`src/rtl/slam_pkg.sv`:
```
/*
  Constants shared by the servo link alarm monitor: alarm numbers,
  detail codes, field widths and the consecutive-cycle and flat-byte-run limits.
  Assumes nothing of its surroundings.
*/
package slam_pkg;

  // ----------------------------------------------------------------
  // Field widths
  // ----------------------------------------------------------------
  localparam int UNIT_W  = 4;
  localparam int UNITS   = 16;
  localparam int AXID_W  = 8;
  localparam int FCNT_W  = 4;
  localparam int CODE_W  = 16;
  localparam int CNT_W   = 3;
  localparam int RUN_W   = 8;

  // ----------------------------------------------------------------
  // Alarm numbers and detail codes
  // ----------------------------------------------------------------
  localparam logic [CODE_W-1:0] ALM_PROC_TIME = 16'h0050;
  localparam logic [CODE_W-1:0] ALM_LINK      = 16'h0051;
  localparam logic [CODE_W-1:0] DET_NONE      = 16'h0000;
  localparam logic [CODE_W-1:0] DET_CRC1      = 16'h0000;
  localparam logic [CODE_W-1:0] DET_CRC2      = 16'h0001;
  localparam logic [CODE_W-1:0] DET_RXTIME    = 16'h0002;
  localparam logic [CODE_W-1:0] DET_UNCLASS   = 16'h0005;
  localparam logic [CODE_W-1:0] DET_CONNECT   = 16'h0006;
  localparam logic [7:0]        LOW_IDCHG     = 8'h03;
  localparam logic [7:0]        LOW_FRAMES    = 8'h04;
  localparam logic [7:0]        LOW_AXCONN    = 8'h07;
  localparam logic [7:0]        LOW_INITFAIL  = 8'h20;
  localparam logic [3:0]        STATION_NO    = 4'h0;

  // ----------------------------------------------------------------
  // Counting limits
  // ----------------------------------------------------------------
  localparam logic [CNT_W-1:0]  CONSEC_LIMIT  = 3'h4;
  localparam logic [RUN_W-1:0]  FLAT_RUN_LIM  = 8'hFA;
  localparam logic [7:0]        BYTE_ZERO     = 8'h00;
  localparam logic [7:0]        BYTE_ONES     = 8'hFF;

  // Index of each consecutive-cycle counter
  localparam int CC_FRAMES  = 0;
  localparam int CC_UNCLASS = 1;
  localparam int CC_LINK    = 2;
  localparam int CC_NUM     = 3;

  typedef enum logic [0:0]
  {
    ALM_IDLE = 1'b0,
    ALM_HELD = 1'b1
  } slam_state_e;

endpackage : slam_pkg

```
`src/rtl/slam_id_mem.sv`:
```
/*
  Small store of the axis identifier of each drive unit, one entry per
  rotary switch number, with a registered read port.
  Assumes a single clock; read and write may occur in one cycle.
*/
`timescale 1ns/1ps
module slam_id_mem
  import slam_pkg::*;
(
  input  wire logic              clock,
  input  wire logic              wrEn,
  input  wire logic [UNIT_W-1:0] wrAddr,
  input  wire logic [AXID_W-1:0] wrData,
  input  wire logic              rdEn,
  input  wire logic [UNIT_W-1:0] rdAddr,
  output logic      [AXID_W-1:0] rdData
);

  logic [AXID_W-1:0] store [UNITS];

  always_ff @(posedge clock)
  begin
    if (wrEn)
    begin
      store[wrAddr] <= wrData;
    end
  end

  always_ff @(posedge clock)
  begin
    if (rdEn)
    begin
      rdData <= store[rdAddr];
    end
  end

endmodule : slam_id_mem

```
`src/rtl/slam_alarm_monitor.sv`:
```
/*
  Fault monitor for the controller end of the serial drive link.
  Watches per-cycle link events, turns them into a system alarm number
  with a four-digit detail and holds the first alarm until cleared.
  Assumes all event inputs come from logic on the same clock, each a
  one-cycle pulse, and cycleEnd pulses once per communication cycle.
*/
`timescale 1ns/1ps
module slam_alarm_monitor
  import slam_pkg::*;
(
  input  wire logic              clock,
  input  wire logic              reset,
  input  wire logic              cycleEnd,
  input  wire logic              procTimeOver,
  input  wire logic              crcErrFirst,
  input  wire logic              crcErrSecond,
  input  wire logic              recvTimingErr,
  input  wire logic              unclassErr,
  input  wire logic              linkFrameErr,
  input  wire logic              rxByteValid,
  input  wire logic [7:0]        rxByte,
  input  wire logic              frameCountValid,
  input  wire logic [FCNT_W-1:0] frameCount,
  input  wire logic [FCNT_W-1:0] frameExpected,
  input  wire logic              initDone,
  input  wire logic              axisIdValid,
  input  wire logic [UNIT_W-1:0] axisIdUnit,
  input  wire logic [AXID_W-1:0] axisId,
  input  wire logic              initFail,
  input  wire logic [UNIT_W-1:0] initFailUnit,
  input  wire logic              axisConnErr,
  input  wire logic [UNIT_W-1:0] axisConnUnit,
  input  wire logic              alarmClear,
  output logic                   alarmValid,
  output logic      [CODE_W-1:0] alarmNumber,
  output logic      [CODE_W-1:0] alarmDetail
);

  // ----------------------------------------------------------------
  // Per-cycle error flags
  // ----------------------------------------------------------------
  logic              frameBadNow;
  logic [CC_NUM-1:0] hitNow;
  logic [CC_NUM-1:0] hit_reg;
  logic [CC_NUM-1:0] cycleHit;

  assign frameBadNow        = frameCountValid && (frameCount != frameExpected);
  assign hitNow[CC_FRAMES]  = frameBadNow;
  assign hitNow[CC_UNCLASS] = unclassErr;
  assign hitNow[CC_LINK]    = linkFrameErr;
  // An event in the closing cycle still counts for that cycle
  assign cycleHit           = hit_reg | hitNow;

  always_ff @(posedge clock or posedge reset)
  begin
    if (reset)
    begin
      hit_reg <= '0;
    end
    else if (cycleEnd)
    begin
      hit_reg <= '0;
    end
    else
    begin
      hit_reg <= hit_reg | hitNow;
    end
  end

  // ----------------------------------------------------------------
  // Consecutive-cycle counters
  // ----------------------------------------------------------------
  logic [CC_NUM-1:0] ccReached;

  genvar gi;
  generate
    for (gi = 0; gi < CC_NUM; gi++)
    begin : g_consec
      logic [CNT_W-1:0] cnt_reg;
      logic [CNT_W-1:0] cnt_next;

      always_comb
      begin
        cnt_next = cnt_reg;
        if (cycleEnd)
        begin
          if (!cycleHit[gi])
          begin
            cnt_next = '0;
          end
          else if (cnt_reg != CONSEC_LIMIT)
          begin
            cnt_next = cnt_reg + 3'h1;
          end
        end
      end

      always_ff @(posedge clock or posedge reset)
      begin
        if (reset)
        begin
          cnt_reg <= '0;
        end
        else
        begin
          cnt_reg <= cnt_next;
        end
      end

      assign ccReached[gi] = cycleEnd && cycleHit[gi] && (cnt_next == CONSEC_LIMIT)
                             && (cnt_reg != CONSEC_LIMIT);
    end
  endgenerate

  // ----------------------------------------------------------------
  // Received frame count digit
  // ----------------------------------------------------------------
  logic [3:0] frameDigit_reg;
  logic [3:0] frameDigit;

  // A mismatch in the closing cycle itself supplies the digit
  assign frameDigit = frameBadNow ? (frameCount - 4'h1) : frameDigit_reg;

  always_ff @(posedge clock or posedge reset)
  begin
    if (reset)
    begin
      frameDigit_reg <= '0;
    end
    else if (frameBadNow)
    begin
      frameDigit_reg <= frameCount - 4'h1;
    end
  end

  // ----------------------------------------------------------------
  // Flat data run detector
  // ----------------------------------------------------------------
  logic [RUN_W-1:0] flatRun_reg;
  logic [7:0]       lastByte_reg;
  logic             byteFlat;
  logic             flatFire;

  assign byteFlat = (rxByte == BYTE_ZERO) || (rxByte == BYTE_ONES);
  assign flatFire = rxByteValid && byteFlat && (rxByte == lastByte_reg)
                    && (flatRun_reg == FLAT_RUN_LIM - 8'h1);

  always_ff @(posedge clock or posedge reset)
  begin
    if (reset)
    begin
      flatRun_reg  <= '0;
      lastByte_reg <= '0;
    end
    else if (rxByteValid)
    begin
      lastByte_reg <= rxByte;
      if (!byteFlat)
      begin
        flatRun_reg <= '0;
      end
      else if (rxByte != lastByte_reg || flatRun_reg == '0)
      begin
        flatRun_reg <= 8'h1;
      end
      else if (flatRun_reg != FLAT_RUN_LIM)
      begin
        flatRun_reg <= flatRun_reg + 8'h1;
      end
    end
  end

  // ----------------------------------------------------------------
  // Axis identity check
  // ----------------------------------------------------------------
  logic              idChkPend_reg;
  logic [UNIT_W-1:0] idChkUnit_reg;
  logic [AXID_W-1:0] idChkVal_reg;
  logic [AXID_W-1:0] storedId;
  logic              idChanged;

  slam_id_mem u_idMem
  (
    .clock  (clock),
    .wrEn   (axisIdValid && !initDone),
    .wrAddr (axisIdUnit),
    .wrData (axisId),
    .rdEn   (axisIdValid && initDone),
    .rdAddr (axisIdUnit),
    .rdData (storedId)
  );

  always_ff @(posedge clock or posedge reset)
  begin
    if (reset)
    begin
      idChkPend_reg <= 1'b0;
      idChkUnit_reg <= '0;
      idChkVal_reg  <= '0;
    end
    else
    begin
      idChkPend_reg <= axisIdValid && initDone;
      if (axisIdValid)
      begin
        idChkUnit_reg <= axisIdUnit;
        idChkVal_reg  <= axisId;
      end
    end
  end

  assign idChanged = idChkPend_reg && (storedId != idChkVal_reg);

  // ----------------------------------------------------------------
  // Alarm selection
  // ----------------------------------------------------------------
  logic              candValid;
  logic [CODE_W-1:0] candNumber;
  logic [CODE_W-1:0] candDetail;

  always_comb
  begin
    candValid  = 1'b1;
    candNumber = ALM_LINK;
    candDetail = DET_NONE;
    if (ccReached[CC_LINK] || flatFire)
    begin
      candDetail = DET_CONNECT;
    end
    else if (ccReached[CC_FRAMES])
    begin
      candDetail = {STATION_NO, frameDigit, LOW_FRAMES};
    end
    else if (ccReached[CC_UNCLASS])
    begin
      candDetail = DET_UNCLASS;
    end
    else if (initFail)
    begin
      candDetail = {STATION_NO, initFailUnit, LOW_INITFAIL};
    end
    else if (idChanged)
    begin
      candDetail = {STATION_NO, idChkUnit_reg, LOW_IDCHG};
    end
    else if (axisConnErr)
    begin
      candDetail = {STATION_NO, axisConnUnit, LOW_AXCONN};
    end
    else if (crcErrFirst)
    begin
      candDetail = DET_CRC1;
    end
    else if (crcErrSecond)
    begin
      candDetail = DET_CRC2;
    end
    else if (recvTimingErr)
    begin
      candDetail = DET_RXTIME;
    end
    else if (procTimeOver)
    begin
      candNumber = ALM_PROC_TIME;
    end
    else
    begin
      candValid = 1'b0;
    end
  end

  // ----------------------------------------------------------------
  // First-alarm latch
  // ----------------------------------------------------------------
  slam_state_e       state_reg;
  logic [CODE_W-1:0] number_reg;
  logic [CODE_W-1:0] detail_reg;

  always_ff @(posedge clock or posedge reset)
  begin
    if (reset)
    begin
      state_reg  <= ALM_IDLE;
      number_reg <= '0;
      detail_reg <= '0;
    end
    else
    begin
      case (state_reg)
        ALM_IDLE:
        begin
          if (candValid)
          begin
            state_reg  <= ALM_HELD;
            number_reg <= candNumber;
            detail_reg <= candDetail;
          end
        end
        ALM_HELD:
        begin
          if (alarmClear)
          begin
            state_reg  <= ALM_IDLE;
            number_reg <= '0;
            detail_reg <= '0;
          end
        end
        default:
        begin
          state_reg <= ALM_IDLE;
        end
      endcase
    end
  end

  always_ff @(posedge clock or posedge reset)
  begin
    if (reset)
    begin
      alarmValid  <= 1'b0;
      alarmNumber <= '0;
      alarmDetail <= '0;
    end
    else
    begin
      alarmValid  <= (state_reg == ALM_HELD);
      alarmNumber <= number_reg;
      alarmDetail <= detail_reg;
    end
  end

endmodule : slam_alarm_monitor

```
`config.mk`:
```
export PLATFORM = sky130hd
export DESIGN_NAME = slam_alarm_monitor
export DESIGN_NICKNAME = d
export VERILOG_FILES = /design/src/rtl/slam_pkg.sv /design/src/rtl/slam_id_mem.sv /design/src/rtl/slam_alarm_monitor.sv
export SDC_FILE = /design/constraint.sdc
export NUM_CORES = 1
export LEC_CHECK = 0
export ABC_AREA = 0
export BUFFER_PORTS_ARGS = -buffer_cell sky130_fd_sc_hd__clkbuf_2
export CAP_MARGIN = 10
export CORE_MARGIN = 8
export CORE_UTILIZATION = 55
export CTS_BUF_LIST = sky130_fd_sc_hd__clkbuf_2
export DETAILED_ROUTE_END_ITERATION = 16
export PLACE_DENSITY_LB_ADDON = 0.05
export RECOVER_POWER = 50
export SYNTH_ARGS = -nofsm -noshare
export SYNTH_HDL_FRONTEND = slang
export SYNTH_SLANG_ARGS = --single-unit
```
`constraint.sdc`:
```
create_clock -name clock -period 2 [get_ports clock]
set_input_delay 0.4 -clock clock [delete_from_list [all_inputs] [get_ports clock]]
set_output_delay 0.4 -clock clock [all_outputs]
set_load 0.03 [all_outputs]
```
=== Word level (Yosys, flattened, before mapping) ===
Memories as Yosys holds them, arrays and structs flattened. A register that Yosys moved wholly into a read port is not among the register bits.
Cells that the tools add are included.

* Register bits after elaboration: 111
* Memories kept: 1
* Bits in writable memories: 128
* Output and inout port bits: 33

{| class="wikitable"
|+ Memory list
! name !! words !! width !! read ports !! clocked after Yosys merged registers in !! wr ports !! line !! source
|-
| u_idMem.store || 16 || 8 || 1 || 1 || 1 || slam_id_mem.sv:19 || <nowiki>logic [AXID_W-1:0] store [UNITS];</nowiki>
|}

* Muxes and demuxes: 53
* Equality and inequality tests: 16
* Bitwise logic cells: 2
* $add $sub $neg: 5
* Reduce and logical (&&, ||, !) cells: 24

{| class="wikitable"
|+ Operator list
! kind !! count
|-
| 12-bit 2-to-1 mux || 6
|-
| 16-bit one-hot mux with 2 select lines || 2
|-
| 16-bit 2-to-1 mux || 3
|-
| 3-bit 2-to-1 mux || 10
|-
| 1-bit 2-to-1 mux || 24
|-
| 8-bit 2-to-1 mux || 3
|-
| 8-bit == test (second input constant) || 2
|-
| 1-bit logical AND || 16
|-
| 8-bit zero test || 2
|-
| 8-bit inequality test || 2
|-
| 3-bit by 1-bit adder with 3-bit output (second input constant) || 3
|-
| 3-bit == test (second input constant) || 3
|-
| 3-bit inequality test (second input constant) || 3
|-
| 8-bit by 1-bit adder with 8-bit output (second input constant) || 1
|-
| 8-bit == test || 1
|-
| 8-bit inequality test (second input constant) || 1
|-
| 2-bit 2-to-1 mux || 3
|-
| 4-bit 2-to-1 mux || 1
|-
| 2-bit inequality test (second input constant) || 2
|-
| 4-bit inequality test || 1
|-
| 2-bit AND reduction || 2
|-
| 4-bit by 1-bit subtractor with 4-bit output (second input constant) || 1
|-
| 1-bit logical OR || 3
|-
| 3-bit by 1-bit inequality test with 1-bit output (second input constant) || 1
|-
| other kinds (4) || 4
|}

=== Depth between registers and ports, before layout ===
* Word-level depth: 13
* Mapped depth: 8
* Mapped depth without buffers: 8

=== Hierarchy ===
Synthesis repeated with hierarchy kept, for this count alone.

* Cells, all modules: 571
* Area total of the unflattened synthesis: 8813.5 µm²

{| class="wikitable"
|+ Modules (own cells, without submodules)
! module !! times used !! area each (µm²) !! cells an instance
|-
| slam_id_mem || 1 || 5227.5 || 229
|-
| slam_alarm_monitor || 1 || 3585.9 || 342
|}

=== Worst setup path before layout ===
No wires, ideal clock.

* Kind: in2reg
* From: input port axisIdUnit[1]
* To: memory u_idMem.store[3][0] (enable)
* Buffers on the path: 2
* Required time: 1617 ps
* Setup slack: -323 ps
* Stages on the path: 5
* Library setup time: 383 ps
* Arrival: 1939 ps
* Cell sequence: clkbuf_1 clkbuf_1 nor2b_1 nand3_1 nor3_1

{| class="wikitable"
|+ RTL lines
! element !! line !! source
|-
| start, declared || slam_alarm_monitor.sv:28 || <nowiki>input wire logic [UNIT_W-1:0] axisIdUnit,</nowiki>
|-
| end, declared || slam_id_mem.sv:19 ||
|}

No word-level cell before the write port.

=== Final worst setup path ===
* From: register g_consec[2].cnt_reg[1]
* To: register detail_reg[2]

* Cells in the longest elaborated chain, start to end: 11
* Elaborated cells on any way between the ends: 15

{| class="wikitable"
|+ RTL lines
! element !! line !! source
|-
| start, declared || slam_alarm_monitor.sv:80 || <nowiki>logic [CNT_W-1:0] cnt_reg;</nowiki>
|-
| start signal, assigned || slam_alarm_monitor.sv:107 || <nowiki>cnt_reg <= cnt_next;</nowiki>
|-
| 3-bit by 1-bit adder with 3-bit output or 3-bit inequality test (tied branches) || slam_alarm_monitor.sv:94, slam_alarm_monitor.sv:92, slam_alarm_monitor.sv:112 ||
|-
| 3-bit 2-to-1 mux || slam_alarm_monitor.sv:92 || <nowiki>else if (cnt_reg != CONSEC_LIMIT)</nowiki>
|-
| 3-bit 2-to-1 mux || slam_alarm_monitor.sv:88 || <nowiki>if (!cycleHit[gi])</nowiki>
|-
| 3-bit 2-to-1 mux || slam_alarm_monitor.sv:86 || <nowiki>if (cycleEnd)</nowiki>
|-
| 3-bit == test || slam_alarm_monitor.sv:111 || <nowiki>assign ccReached[gi] = cycleEnd && cycleHit[gi] && (cnt_next == CONSEC_LIMIT)</nowiki>
|-
| 1-bit logical AND || slam_alarm_monitor.sv:111 ||
|-
| 1-bit logical AND * || slam_alarm_monitor.sv:112 || <nowiki>&& (cnt_reg != CONSEC_LIMIT);</nowiki>
|-
| 1-bit logical OR * || slam_alarm_monitor.sv:227 || <nowiki>if (ccReached[CC_LINK] || flatFire)</nowiki>
|-
| 12-bit 2-to-1 mux or 1-bit 2-to-1 mux (tied branches) || slam_alarm_monitor.sv:227 ||
|-
| 16-bit 2-to-1 mux or 2-bit inequality test (tied branches) || -- ||
|-
| 16-bit one-hot mux with 2 select lines or 2-bit AND reduction (tied branches) || -- ||
|-
| end signal, assigned || slam_alarm_monitor.sv:297 || <nowiki>detail_reg <= candDetail;</nowiki>
|-
| end, declared || slam_alarm_monitor.sv:278 || <nowiki>logic [CODE_W-1:0] detail_reg;</nowiki>
|}

Mark *: on every way between the ends. The rest lies on a longest branch, timed or not. The select of a mux whose other input is x is not followed.
A chain may end at the register's enable or synchronous reset.

==> metrics.txt <==
# TYPE chip_impl_metric gauge
chip_impl_info{name="cts.root.buffer_cell",value="clkbuf_2"} 1
chip_impl_metric{name="place_ws",unit="ns"} -0.251
chip_impl_info{name="timing.critical_path.to_type",value="flop"} 1
chip_impl_metric{name="cp_data_arrival_time",unit="ns"} 2.63
chip_impl_metric{name="asyncSetResetFlopFracSynth",unit=""} 0.330
chip_impl_metric{name="cp_max_fo",unit=""} 3
chip_impl_info{name="critical_path.cell_chain",value="ha_2, buf_4, mux2i_4, nor4_4, or2_2, buf_4, a311oi_2, o2bb2ai_1"} 1
chip_impl_metric{name="hold_violations",unit=""} 0
chip_impl_metric{name="share_clk_of_total_power",unit=""} 0.302
chip_impl_metric{name="regToRegSetupSlack",unit="ns"} -0.005
chip_impl_info{name="synthFlopType",value="edfxtp_1"} 1
chip_impl_info{name="rsz_0062_raised_after_global_routing",value="yes"} 1
chip_impl_metric{name="dp.final_hpwl",unit="um"} 12200
chip_impl_metric{name="synth_enable_flop_cells",unit=""} 136
chip_impl_metric{name="timing.hold.ws",unit="ns"} 0.104
chip_impl_metric{name="grt_usage",unit=""} 0.185
chip_impl_metric{name="post_route_cells_drive_above_1_share",unit=""} 0.380
chip_impl_metric{name="critical-path-max-stage-delay",unit="ns"} 0.41
chip_impl_metric{name="postLayoutSetupSlackWorst",unit="ns"} -0.00469
chip_impl_metric{name="cts_sinks",unit=""} 203
chip_impl_metric{name="power.switching",unit="mW"} 2.60
chip_impl_metric{name="post-route-period-util",unit=""} 1.00
chip_impl_metric{name="setup_viol",unit=""} 1
chip_impl_metric{name="detailedRoute.firstIterationViolations",unit=""} 256
chip_impl_metric{name="synth-seq-cells",unit=""} 203
chip_impl_metric{name="seq_power_share",unit=""} 0.543
chip_impl_metric{name="htreeDepth",unit=""} 2
chip_impl_info{name="cts_tree",value="done"} 1
chip_impl_metric{name="intPower",unit="mW"} 6.42
chip_impl_metric{name="yosys_warnings",unit=""} 0
chip_impl_metric{name="vias",unit=""} 5282
chip_impl_info{name="r2r_start",value="g_consec[2].cnt_reg[1]$_DFF_PP0_"} 1
chip_impl_metric{name="timing.max_cap.violations",unit=""} 0
chip_impl_metric{name="insertion_delay_of_the_later_clocked_pin_in_the_worst_skew_pair",unit="ns"} 0.81
chip_impl_metric{name="placementRows",unit=""} 46
chip_impl_metric{name="finish.utilization",unit=""} 0.669
chip_impl_metric{name="cts-buffers-inserted",unit=""} 50
chip_impl_info{name="post_synth_most_frequent_cells",value="136 x edfxtp_1, 67 x dfrtp_1, 40 x mux4_2, 34 x nor2_1, 27 x nand2_1"} 1
chip_impl_metric{name="fin_worst_skew",unit="ns"} 0.0980
chip_impl_info{name="r2r-end",value="detail_reg[2]$_DFFE_PP0P_"} 1
chip_impl_metric{name="layout.nets",unit=""} 788
chip_impl_metric{name="antenna_violations_before_repair",unit=""} 2
chip_impl_metric{name="crit_required",unit="ns"} 2.63
chip_impl_metric{name="ys_seq_area_frac",unit=""} 0.662
chip_impl_metric{name="grt_pass1_wl",unit="um"} 28900
chip_impl_metric{name="drc",unit=""} 0
chip_impl_info{name="min_path_type",value="input pin to flop"} 1
chip_impl_metric{name="post_drt_via_cell_ratio",unit=""} 5.37
chip_impl_metric{name="cts-root-to-sink-buffers",unit=""} 3
chip_impl_info{name="failed_checks",value="negative setup slack"} 1
chip_impl_metric{name="reg2regPathDepth",unit=""} 8
chip_impl_metric{name="final_design_area_no_fill",unit="um^2"} 10500
chip_impl_metric{name="hold_depth",unit=""} 4
chip_impl_metric{name="ir_worst_vdd",unit="uV"} 533
chip_impl_info{name="timing.setup.critical_path_class",value="flop to flop"} 1
chip_impl_metric{name="fp.coreArea",unit="um^2"} 15700
chip_impl_metric{name="routability_congestion_estimate",unit=""} 0.845
chip_impl_metric{name="globalRoute.totalOverflow",unit=""} 0
chip_impl_info{name="cell_type_with_the_largest_total_area_after_synthesis",value="edfxtp_1"} 1
chip_impl_metric{name="grt_max_degree",unit=""} 68
chip_impl_metric{name="switching_power_share_of_the_total",unit=""} 0.288
chip_impl_metric{name="floorplan.die.width",unit="um"} 142
chip_impl_info{name="worst_hold_path_startpoint",value="frameCount[1]"} 1
chip_impl_metric{name="total_power",unit="mW"} 9.02
chip_impl_info{name="synthMostInstantiatedCell",value="edfxtp_1"} 1
chip_impl_info{name="critical_path.slowest_cell",value="dfrtp_1"} 1
chip_impl_metric{name="portBuffers",unit=""} 63
chip_impl_metric{name="route.antenna.remaining_nets",unit=""} 0
chip_impl_metric{name="dieArea",unit="um^2"} 20100
chip_impl_metric{name="yosys.area.top_type_share",unit=""} 0.469
chip_impl_info{name="cp-start-kind",value="flop"} 1
chip_impl_metric{name="postRouteWirelength",unit="um"} 18300
chip_impl_metric{name="largest_register_ffs",unit=""} 128
chip_impl_metric{name="drtPass1Iterations",unit=""} 4
chip_impl_metric{name="post_synth_instance_area",unit="um^2"} 8710
chip_impl_metric{name="cellPowerDensity",unit="nW/um^2"} 861
chip_impl_metric{name="combPwrFrac",unit=""} 0.155
chip_impl_info{name="whs_endpoint",value="frameDigit_reg[1]$_DFF_PP0_"} 1
chip_impl_metric{name="initial_core_util",unit=""} 0.556
chip_impl_metric{name="max_freq",unit="MHz"} 499
chip_impl_metric{name="grt_pass1_vias",unit=""} 5558
chip_impl_metric{name="synthDistinctLibCells",unit=""} 56
chip_impl_metric{name="cellLeakagePower",unit="nW"} 4.10
chip_impl_metric{name="slew-limit-headroom",unit=""} 0.00699
chip_impl_info{name="post_synth_main_area_contributors",value="edfxtp_1 47%, dfrtp_1 19%, mux4_2 10%, mux2_2 2.8%, xor2_1 2.6%"} 1
chip_impl_info{name="critPathMostFrequentCell",value="buf_4"} 1
chip_impl_metric{name="io_pins",unit=""} 85
chip_impl_metric{name="total_cell_area_at_the_placement_stage",unit="um^2"} 9600
chip_impl_metric{name="drt-wirelength-per-cell",unit="um"} 18.6
chip_impl_info{name="run_status",value="complete, but fails checks"} 1
chip_impl_metric{name="fp.dieH",unit="um"} 142
chip_impl_metric{name="timing_worst_slew_pin_value",unit="ns"} 1.49
chip_impl_metric{name="final_period_minus_worst_setup_slack",unit="ns"} 2.00
chip_impl_metric{name="worst_setup_hold_path_clk_slew",unit="ns"} 0.10
chip_impl_metric{name="drv_slew",unit=""} 0
chip_impl_metric{name="netlist_instances",unit=""} 547
chip_impl_metric{name="syn_area_per_cell",unit="um^2"} 15.9
chip_impl_metric{name="areaGrowthSynthToFinish",unit="%"} 20.3
-- how the worst max path moves through the flow --
stage / startpoint / to / slack, ns / depth (start not counted)
floorplan: axisIdUnit[2] / u_idMem.store[13][0]$_DFFE_PP_ / -0.1 / 4
global placement: g_consec[2].cnt_reg[0]$_DFF_PP0_ / detail_reg[9]$_DFFE_PP0P_ / -0.17 / 9
detailed placement: g_consec[2].cnt_reg[0]$_DFF_PP0_ / detail_reg[9]$_DFFE_PP0P_ / -0.25 / 9
CTS: u_idMem.rdData[0]$_DFFE_PP_ / detail_reg[9]$_DFFE_PP0P_ / -0.005 / 8
global route: g_consec[0].cnt_reg[0]$_DFF_PP0_ / detail_reg[1]$_DFFE_PP0P_ / -0.08 / 7
finish: g_consec[2].cnt_reg[1]$_DFF_PP0_ / detail_reg[2]$_DFFE_PP0P_ / -0.005 / 8
-- power groups by stage --
stage	Clock (mW)	Combinational, mW	Sequential (mW)
after floorplan	0	0.790	4.99
after detailed placement	0	1.15	4.97
after CTS	2.84	1.31	4.89
after global routing	3.04	1.52	4.93
after global placement	0	1.11	4.95
final	2.73	1.40	4.90
-- kinds of logic (layout without fill, tap and decap cells) --
logic type / count (synthesis) / count (layout) / share of synthesized area
compound gates: 64 / 64 / 0.0569
other cells: 1 / 23 / 0.000431
simple gates: 114 / 114 / 0.0660
flops: 203 / 203 / 0.662
mux: 64 / 64 / 0.134
xor+xnor: 28 / 28 / 0.0282
buf+inv: 62 / 261 / 0.0369
fa+ha+maj: 11 / 11 / 0.0158
-- metal layers --
metal | global-route usage | vias to the layer above | part of all wire
met5 | 0 | - | 0
met1 | 0.232 | 2605 | 0.41
met2 | 0.303 | 200 | 0.49
met4 | 0.0774 | 0 | 0.023
li1 | - | 2439 | -
met3 | 0.0444 | 38 | 0.076
-- layout by cell type, fill, tap and decap left out, drive strengths merged, types with 6 or more instances in the layout --
master,n
a22o,6
mux4,40
dfrtp,67
o21ai,9
conb,21
nor4,6
nor2b,6
buf,59
inv,20
mux2,22
nand2,27
clkinv,26
a21oi,12
edfxtp,136
nor3,14
ha,11
dlygate4sd3,24
clkbuf,130
nor2,34
xor2,26
-- timing repair --
| action | 4_1_cts | 5_1_grt |
|---|---|---|
| setup endpoints to repair | 11 | 13 |
| buffers inserted | 4 | 1 |
| endpoints found under the hold margin | 200 | 0 |
| gates resized for setup | 15 | 18 |
| pin swaps | 10 | 15 |
| hold buffers | 24 | 0 |
-- worst max-delay path: cells and delay by family (launching register included) --
family	cells	cell delay, ns
DFF	1	0.41
adders and majority gates	1	0.22
and+or+nand+nor	2	0.40
muxes	1	0.17
AOI/OAI and AO/OA	2	0.39
buffers and inverters	2	0.30
-- stage by stage --
step	TNS, ns	cells
after floorplan	-5.77	567
after global placement	-1.80	861
after detailed placement	-2.72	861
after CTS	-0.00455	981
after global routing	-0.542	984
final	-0.00469	984
-- final cells by class --
type / count / area, um^2
antenna: 2 / 5.00
inverter: 21 / 82.6
timing repair buffer: 147 / 1010
sequential: 203 / 5760
clock inverter: 27 / 144
fill: 1187 / 5180
multi-input combinational: 302 / 2870
tap: 216 / 270
clock buffer: 66 / 330
Power figures use the tool's default switching activity.
